[src/psr_sync.sv]
`timescale 1ns/10ps
// ****************************************************************
// Shared constants
// ****************************************************************
package psr_pkg;
   localparam int          STAGES       = 8;          // Register length
   localparam int          SYNC_DEPTH   = 2;          // Flops per pin synchroniser
   localparam int          ADDR_W       = 4;          // Register port address width
   localparam int          DATA_W       = 16;         // Register port data width
   localparam int          CNT_W        = 16;         // Shift counter width
   localparam logic [3:0]  ADDR_STAGES  = 4'h0;       // Stage contents, read only
   localparam logic [3:0]  ADDR_CTRL    = 4'h1;       // Control, bit 0 pauses shifting
   localparam logic [3:0]  ADDR_COUNT   = 4'h2;       // Shift counter, write clears
   localparam int          CTRL_PAUSE   = 0;          // Pause bit position
   localparam logic [7:0]  STAGE_RST    = 8'h00;      // Stage reset value
   localparam logic [15:0] RD_ZERO      = 16'h0000;   // Unmapped read answer
endpackage : psr_pkg

// ****************************************************************
// Two-flop pin synchroniser, state in one packed struct
// ****************************************************************
module psr_sync #(
   parameter int WIDTH = 12                            // Bits synchronised
) (
   input  wire logic             i_clk_sys,            // System clock
   input  wire logic             i_nrst,               // Synchronous reset, low
   input  wire logic [WIDTH-1:0] i_async,              // Pin levels
   output logic      [WIDTH-1:0] o_sync                // Synchronised levels
);
   // Capture and settle flops
   typedef struct packed {
      logic [WIDTH-1:0] meta;                          // First flop, read only by second
      logic [WIDTH-1:0] safe;                          // Second flop
   } psr_sync_t;

   psr_sync_t s_q;                                     // Present state
   psr_sync_t s_d;                                     // Next state

   // Refuse an empty synchroniser at elaboration
   if (WIDTH < 1) begin : g_bad_width
      $error("psr_sync: WIDTH must be at least 1");
   end

   // Next state: shift pins through the two flops
   always_comb begin
      s_d      = s_q;
      s_d.meta = i_async;
      s_d.safe = s_q.meta;
   end

   // State register with synchronous reset
   always_ff @(posedge i_clk_sys) begin
      if (!i_nrst) begin
         s_q <= '0;
      end else begin
         s_q <= s_d;
      end
   end

   assign o_sync = s_q.safe;
endmodule : psr_sync

[src/psr_shift.sv]
// Implementation choices: the strobed register port and the address map.
`timescale 1ns/10ps
// Contract
// [RQ1] Enabled clock shifts eight stages toward last
// [RQ2] Eight parallel inputs act while load low
// [RQ3] Last stage given true and complemented
// [RQ4] Shift clock is NOR of clock, inhibit
// [RQ5] Either clock input high holds all stages
// [RQ6] One clock low, load high: other shifts
// [RQ7] Source raises inhibit only while clock high
// [RQ8] Parallel inputs ignored while load high
// [RQ9] Falling load loads all stages directly
// [RQ10] Rising shift clock: serial into first
// [RQ11] No rising shift clock: stages hold
module psr_shift
   import psr_pkg::*;
#(
   parameter int N_STAGES = STAGES                     // Register length
) (
   input  wire logic              i_clk_sys,           // System clock, 25 MHz
   input  wire logic              i_nrst,              // Synchronous reset, low
   input  wire logic              i_shift_clk,         // Clock pin
   input  wire logic              i_clk_inhibit,       // Clock inhibit pin
   input  wire logic              i_shift_load,        // High shifts, low loads
   input  wire logic              i_serial,            // Serial data into first stage
   input  wire logic [N_STAGES-1:0] i_parallel,        // Parallel data, bit 0 first stage
   input  wire logic [ADDR_W-1:0] i_addr,              // Register address
   input  wire logic [DATA_W-1:0] i_wr_data,           // Register write data
   input  wire logic              i_wr,                // Write strobe
   input  wire logic              i_rd,                // Read strobe
   output logic      [DATA_W-1:0] o_rd_data,           // Read data, cycle after strobe
   output logic                   o_first_stage_out,   // First stage
   output logic                   o_last_stage_out,    // Last stage, true
   output logic                   o_last_stage_out_n   // Last stage, complement
);
   // ****************************************************************
   // Parameter check
   // ****************************************************************
   // Refuse lengths the shift path and read port cannot serve
   if (N_STAGES < 2 || N_STAGES > DATA_W) begin : g_bad_stages
      $error("psr_shift: N_STAGES out of range");
   end

   // ****************************************************************
   // Pin synchronisers
   // ****************************************************************
   localparam int SW = N_STAGES + 4;                   // Synchronised bit count

   logic [SW-1:0]       pins_s;                        // Synchronised pin bundle
   logic                clk_s;                         // Clock pin, synchronised
   logic                inh_s;                         // Inhibit pin, synchronised
   logic                sl_s;                          // Shift/load pin, synchronised
   logic                sl_n_s;                        // Shift/load pin inverted, synchronised
   logic                ser_s;                         // Serial pin, synchronised
   logic [N_STAGES-1:0] par_s;                         // Parallel pins, synchronised

   psr_sync #(
      .WIDTH     (SW)
   ) u_sync (
      .i_clk_sys (i_clk_sys),
      .i_nrst    (i_nrst),
      .i_async   ({i_shift_clk, i_clk_inhibit, ~i_shift_load, i_serial, i_parallel}),
      .o_sync    (pins_s)
   );

   // Shift/load crosses inverted, so the cleared flops read as shift mode
   // and no stray load of the pins follows a reset
   assign {clk_s, inh_s, sl_n_s, ser_s, par_s} = pins_s;
   assign sl_s = ~sl_n_s;

   // ****************************************************************
   // Block state
   // ****************************************************************
   typedef struct packed {
      logic [N_STAGES-1:0] stage;                      // Stage contents
      logic                last_n;                     // Complement of last stage
      logic                eclk;                       // Previous effective clock
      logic                pause;                      // Software shift pause
      logic [CNT_W-1:0]    count;                      // Shifts since clear
      logic [DATA_W-1:0]   rd_data;                    // Read data register
   } psr_state_t;

   psr_state_t s_q;                                    // Present state
   psr_state_t s_d;                                    // Next state

   logic eclk_now;                                     // Effective clock level
   logic eclk_rise;                                    // Effective clock rising
   logic do_shift;                                     // Shift this cycle

   // [RQ4] NOR clock gate
   assign eclk_now  = ~(clk_s | inh_s);
   // [RQ6] Falling enabled input shifts
   assign eclk_rise = eclk_now & ~s_q.eclk;
   // [RQ5] Either input high blocks
   assign do_shift  = sl_s & eclk_rise & ~s_q.pause;

   // ****************************************************************
   // Next state logic
   // ****************************************************************
   always_comb begin
      s_d      = s_q;
      s_d.eclk = eclk_now;
      // [RQ2] Load while low
      if (!sl_s) begin
         // [RQ9] Direct parallel load
         s_d.stage = par_s;
      end else if (do_shift) begin
         // [RQ1] Move toward last
         // [RQ10] Serial enters first stage
         s_d.stage = {s_q.stage[N_STAGES-2:0], ser_s};
         s_d.count = s_q.count + CNT_W'(1);
      end else begin
         // [RQ8] Parallel inputs ignored
         // [RQ11] Hold without edge
         s_d.stage = s_q.stage;
      end
      // [RQ3] Complement tracks last stage
      s_d.last_n = ~s_d.stage[N_STAGES-1];
      // Register writes
      if (i_wr) begin
         case (i_addr)
            ADDR_CTRL:  s_d.pause = i_wr_data[CTRL_PAUSE];
            ADDR_COUNT: s_d.count = '0;
            default:    s_d.pause = s_q.pause;
         endcase
      end
      // Register reads, answered next cycle only
      s_d.rd_data = RD_ZERO;
      if (i_rd) begin
         case (i_addr)
            ADDR_STAGES: s_d.rd_data = DATA_W'(s_q.stage);
            ADDR_CTRL:   s_d.rd_data = DATA_W'(s_q.pause);
            ADDR_COUNT:  s_d.rd_data = DATA_W'(s_q.count);
            default:     s_d.rd_data = RD_ZERO;
         endcase
      end
   end

   // ****************************************************************
   // State register
   // ****************************************************************
   always_ff @(posedge i_clk_sys) begin
      if (!i_nrst) begin
         s_q.stage   <= N_STAGES'(STAGE_RST);
         s_q.last_n  <= 1'b1;
         s_q.eclk    <= 1'b1;
         s_q.pause   <= 1'b0;
         s_q.count   <= '0;
         s_q.rd_data <= RD_ZERO;
      end else begin
         s_q <= s_d;
      end
   end

   // Outputs straight from flops
   assign o_rd_data          = s_q.rd_data;
   assign o_first_stage_out  = s_q.stage[0];
   assign o_last_stage_out   = s_q.stage[N_STAGES-1];
   assign o_last_stage_out_n = s_q.last_n;
endmodule : psr_shift

[config.mk]
export PLATFORM = sky130hd
export DESIGN_NAME = psr_shift
export DESIGN_NICKNAME = d
export VERILOG_FILES = /design/src/psr_sync.sv /design/src/psr_shift.sv
export SDC_FILE = /design/constraint.sdc
export NUM_CORES = 1
export LEC_CHECK = 0
export BUFFER_PORTS_ARGS = -buffer_cell sky130_fd_sc_hd__buf_2
export CORE_MARGIN = 10
export CORE_UTILIZATION = 45
export CTS_BUF_LIST = sky130_fd_sc_hd__clkbuf_16
export CTS_CLUSTER_SIZE = 24
export DETAILED_ROUTE_END_ITERATION = 10
export PLACE_DENSITY = 0.68
export SLEW_MARGIN = 0
export SYNTH_ARGS = -nofsm -noshare
export SYNTH_HDL_FRONTEND = slang
export SYNTH_HIERARCHICAL = 1
export SYNTH_SLANG_ARGS = --single-unit
[constraint.sdc]
create_clock -name i_clk_sys -period 3.7 [get_ports i_clk_sys]
set_clock_uncertainty 0.15 [all_clocks]
set_input_delay 0.37 -clock i_clk_sys [delete_from_list [all_inputs] [get_ports i_clk_sys]]
set_output_delay 0.37 -clock i_clk_sys [all_outputs]
set_load 0.005 [all_outputs]
# After elaboration in Yosys (flattened, before gate mapping)
# Cells that the tools add are included.
# totals
ff_bits	67
latch_bits	0
ramBits	0
romBits	0
inputBits	36
out_inout_bits	19
mem_count	0
# classes
n_addsub	1
mul	0
div_mod_pow	0
magnitude_cmp	0
eq_ne	2
shift	0
mux	7
bitwise	10
reduce_logical	4
# ops
operator	count
$mux W16	4
$pmux W16 S3	1
$add A16 B1 Y16 const B	1
$mux W8	2
$not A1 Y1	6
$eq A4 B1 Y1 const B	1
$eq A4 B2 Y1 const B	1
$logic_not A4 Y1	1
$reduce_and A2 Y1	2
$and A1 B1 Y1	3
$reduce_bool A2 Y1	1
$or A1 B1 Y1	1

# Depth between registers and ports, before layout
# depth
word_depth	9
ltp_mapped	6

# Hierarchy
# The synthesis kept the hierarchy.
# by_module_without_submodules
module	instances	cells_each	area_each_um2
psr_shift	1	201	1869.3
psr_sync	1	50	675.6

# Least setup slack after synthesis
# Ideal clock, no wire load.
# synth_timing
kind	register -> register
from	register s_q[32] (netlist bit)
to	register s_q[30] (netlist bit)
t_arrival_ps	2171
t_required_ps	3479
path_slack_ps	1309
stages_incl_launch_ff	7
synth_period_minus_slack_ps	2391
path_cell_list	dfxtp_1 or4_4 buf_6 or4b_4 buf_6 or4_1 a21oi_1
# synth_via
elab_chain_len	6
# synth_rtl
item	line_no	rtl
start: declaration	psr_shift.sv:83	psr_state_t s_q;
$not A1 Y1 *	psr_shift.sv:95	assign do_shift = sl_s & eclk_rise & ~s_q.pause;
$and A1 B1 Y1 *	psr_shift.sv:95	
$mux W16 *	psr_shift.sv:107	end else if (do_shift) begin
$mux W16 *	psr_shift.sv:104	if (!sl_s) begin
$mux W16	psr_shift.sv:121	case (i_addr)
$mux W16 *	psr_shift.sv:120	if (i_wr) begin
# Every way passes the cells marked *; elsewhere a longest branch is shown, timed or not.
# A chain may end at the register's enable or synchronous reset.

# Worst setup path after layout
# layout_timing
from	register u_sync.s_q, in the netlist u_sync/o_sync[9]
to	register s_q[31] (netlist bit)
# layout_via
elab_chain_len	7
# layout_rtl
item	line_no	rtl
start: declaration	psr_sync.sv:36	psr_sync_t s_q;
start signal: assignment	psr_sync.sv:54	s_q <= '0;
start signal: assignment	psr_sync.sv:56	s_q <= s_d;
$not A1 Y1	psr_shift.sv:69	assign sl_s = ~sl_n_s;
$and A1 B1 Y1 (2 in series)	psr_shift.sv:95	
$mux W16	psr_shift.sv:107	
$mux W16 *	psr_shift.sv:104	
$mux W16	psr_shift.sv:121	
$mux W16 *	psr_shift.sv:120	
# Marked as above.

==> impl_metrics.json <==
{
  "crit_required_ns": 3.80,
  "p_clk_share_pct": 47.7,
  "diodes": 0,
  "drc_errors": 0,
  "muxShareOfSynthArea_pct": 1.622,
  "die_w_um": 95.20,
  "grt_first_pass_wirelength_um": 7700,
  "cp-endpoint": "s_q[31]$_SDFF_PN0_",
  "synth_nets": 288,
  "yosysUniqueCellTypes": 41,
  "port-buffer-count": 39,
  "gr-total-overflow": 0,
  "seq_area_um2": 1341,
  "cp_cell_sequence": "or4_4, or4b_4, or4_1, a21oi_1",
  "cts_setup_buffers": 0,
  "mostFrequentLayoutCell": "dfxtp_1",
  "slew-limit-headroom_pct": 34.88,
  "worstMarginPinSlew_ns": 0.9679,
  "post-route-period-util_pct": 68.18,
  "track_usage_pct": 10.62,
  "via_per_inst": 4.949,
  "r2r_setup_slack_ns": 1.18,
  "fmax_mhz": 396.4,
  "grt_max_degree": 39,
  "synth_compound_area_share_pct": 11.90,
  "cp_max_fo": 12,
  "drive_gt1_share_pct": 27.76,
  "cts_resized": 0,
  "synth_area_um2": 2545,
  "final_hold_viol_count": 0,
  "p_seq_share_pct": 48.8,
  "clkSlewWorstSetupHoldPaths_ns": 0.05,
  "pwr-share-comb_pct": 3.5,
  "drv_cap": 0,
  "switching_share_pct": 21.07,
  "hpwlAfterDp_um": 3129,
  "start_util_pct": 46.22,
  "status": "finished, final reports clean",
  "ys_seq_area_share_pct": 52.70,
  "cp.arrival_ns": 2.63,
  "gp_congestion": 0.8278,
  "synth_top_family_by_area": "simple AND/OR/NAND/NOR gates",
  "first_pass_iters": 4,
  "fin_setup_tns_ns": 0,
  "ys_seq_elements": 67,
  "area_growth_syn_to_layout_pct": 14.50,
  "startpoint": "u_sync/o_sync[9]$_SDFF_PN0_",
  "crit_path_max_incr_delay_ns": 0.64,
  "maxSlewViolCount": 0,
  "grt_pass1_vias": 1698,
  "fin_util_pct": 52.92,
  "routedWlPerCell_um": 12.72,
  "critPathKind": "flop to flop",
  "worst_setup_path_end_kind": "flop",
  "cts_buffer_depth": 2,
  "synthAdderAreaFrac_pct": 0.4916,
  "fin_nets": 314,
  "crit_path_top_delay_cell": "or4_4",
  "die_y_um": 95.20,
  "leakagePower_nw": 1.161,
  "postRouteWirelength_um": 4491,
  "grt_antenna_before_repair": 0,
  "worstReg2RegStart": "u_sync/o_sync[9]$_SDFF_PN0_",
  "rsz0062_at_grt": "false",
  "root_buffer": "clkbuf_16",
  "cts_tree": "yes",
  "synthXorXnorAreaFrac_pct": 2.409,
  "postCtsHoldBufs": 0,
  "ant_nets": 0,
  "multi_input_area_um2": 1008,
  "final_cell_mix": "dfxtp_1, buf_2, nor2_1, and2_2, nand2_1",
  "numCtsBuffers": 9,
  "synth_cells": 251,
  "coreArea_um2": 5507,
  "p_per_area_nw_per_um2": 525.0,
  "rows": 27,
  "p_int_w": 0.001207,
  "yosysWarnings": 6,
  "drtIter0Drc": 37,
  "synth_area_per_cell_um2": 10.14,
  "io_pins": 55,
  "die_area_um2": 9063,
  "peakVddDrop_mv": 0.3021,
  "num-fill-cells": 508,
  "holdPathStages": 2,
  "htree_levels": 3,
  "min_period_ns": 2.523,
  "hp-class": "input pin to flop",
  "setup_viol_count_final": 0,
  "worstSkewPairLatency_ns": 0.32,
  "startpoint_type": "flop",
  "synthSimpleGateAreaFrac_pct": 23.21,
  "num_vias": 1747,
  "r2r-end": "s_q[31]$_SDFF_PN0_",
  "ff2ff_path_depth": 4,
  "cts_sinks": 67,
  "switchingPower_w": 0.0003224
}
## stage by stage
| step | cells | instance area, µm² | total power, W | hold WS [ns] | worst slack [ns] |
|---|---|---|---|---|---|
| 4_1_cts | 353 | 2914 | 0.001548 | 0.09269 | 1.172 |
| 2_1_floorplan | 251 | 2545 | 0.0007968 | 0.2619 | 1.309 |
| 6_report | 353 | 2914 | 0.001530 | 0.09876 | 1.177 |
| 5_1_grt | 353 | 2914 | 0.001586 | 0.1092 | 1.076 |
| 3_5_place_dp | 338 | 2654 | 0.0008148 | 0.2684 | 1.184 |
| 3_3_place_gp | 338 | 2654 | 0.0008137 | 0.2667 | 1.213 |
## worst min-delay path by stage
stage,from,to
4_1_cts,i_parallel[7],u_sync/s_d[7]$_SDFF_PN0_
2_1_floorplan,u_sync/s_d[0]$_SDFF_PN0_,u_sync/o_sync[0]$_SDFF_PN0_
3_3_place_gp,u_sync/s_d[1]$_SDFF_PN0_,u_sync/o_sync[1]$_SDFF_PN0_
3_5_place_dp,u_sync/s_d[1]$_SDFF_PN0_,u_sync/o_sync[1]$_SDFF_PN0_
5_1_grt,i_parallel[4],u_sync/s_d[4]$_SDFF_PN0_
6_report,i_parallel[6],u_sync/s_d[6]$_SDFF_PN0_
## cell usage after synthesis (all sizes together)
cell type / count / area (µm²)
a21o: 1 / 7.510
buf: 20 / 165.2
mux2: 1 / 11.26
o21ai: 4 / 20.02
clkbuf: 5 / 18.77
or4b: 1 / 13.76
nor4: 3 / 18.77
nor3b: 2 / 15.01
nor2: 18 / 67.56
a21boi: 8 / 60.06
and2: 32 / 222.7
inv: 3 / 11.26
a22oi: 14 / 105.1
o31ai: 3 / 22.52
o211ai: 1 / 7.510
nor3: 2 / 10.01
a21bo: 1 / 10.01
nand4: 2 / 12.51
and4: 2 / 17.52
or4: 4 / 33.78
a211o: 1 / 8.760
nor4b: 2 / 17.52
a21oi: 7 / 35.03
o21ba: 1 / 10.01
nand4b: 1 / 8.760
nor2b: 1 / 6.260
a31oi: 1 / 6.260
mux2i: 3 / 30.03
or3: 3 / 18.77
dfxtp: 67 / 1341
or2: 1 / 6.260
nand2b: 2 / 12.51
nand2: 15 / 56.30
o211a: 1 / 10.01
ha: 1 / 12.51
nand3: 8 / 40.04
xnor2: 7 / 61.31
and3: 2 / 12.51
## layout make-up
cell class | count | area share (%)
Sequential cell | 67 | 46.03
Inverter | 3 | 0.3864
Clock inverter | 6 | 1.202
Tap cell | 72 | 3.091
Timing Repair Buffer | 40 | 6.956
Clock buffer | 9 | 7.729
Multi-Input combinational cell | 156 | 34.61
## state kept, by name, summed over array words and instances (netlist names)
register,flops
o_last_stage_out,1
o_last_stage_out_n,1
s_q,24
u_sync/s_d,12
o_first_stage_out,1
u_sync/o_sync,12
o_rd_data,16
## cells by family (layout without fill, tap and decap cells)
logic type / after synthesis / count (layout)
muxes: 4 / 4
DFF: 67 / 67
AOI/OAI and AO/OA: 43 / 43
buffers and inverters: 28 / 58
and+or+nand+nor: 101 / 101
adders and majority gates: 1 / 1
xor gates and xnor gates: 7 / 7
## power groups by stage
| stage | clock network (W) | logic [W] | registers (W) |
|---|---|---|---|
| after floorplan | 0 | 0.0000396 | 0.000757 |
| after global placement | 0 | 0.0000529 | 0.000761 |
| after detailed placement | 0 | 0.0000538 | 0.000761 |
| after CTS | 0.000749 | 0.0000540 | 0.000746 |
| after global routing | 0.000778 | 0.0000603 | 0.000747 |
| final | 0.000730 | 0.0000539 | 0.000746 |
## per-layer routing
| metal | vias to the layer above | routed length [µm] | global-route usage (%) |
|---|---|---|---|
| met1 | 799 | 2143 | 12.92 |
| li1 | 902 | - | - |
| met2 | 39 | 1978 | 15.57 |
| met3 | 7 | 317 | 3.928 |
| met5 | - | 0 | 0 |
| met4 | 0 | 51 | 6.608 |
## critical path, delay by kind of cell, from the launching register on
family,cells,cell delay [ns]
compound gates,1,0.14
flops,1,0.42
simple gates,3,1.74
(Power assumes the default switching activity.)
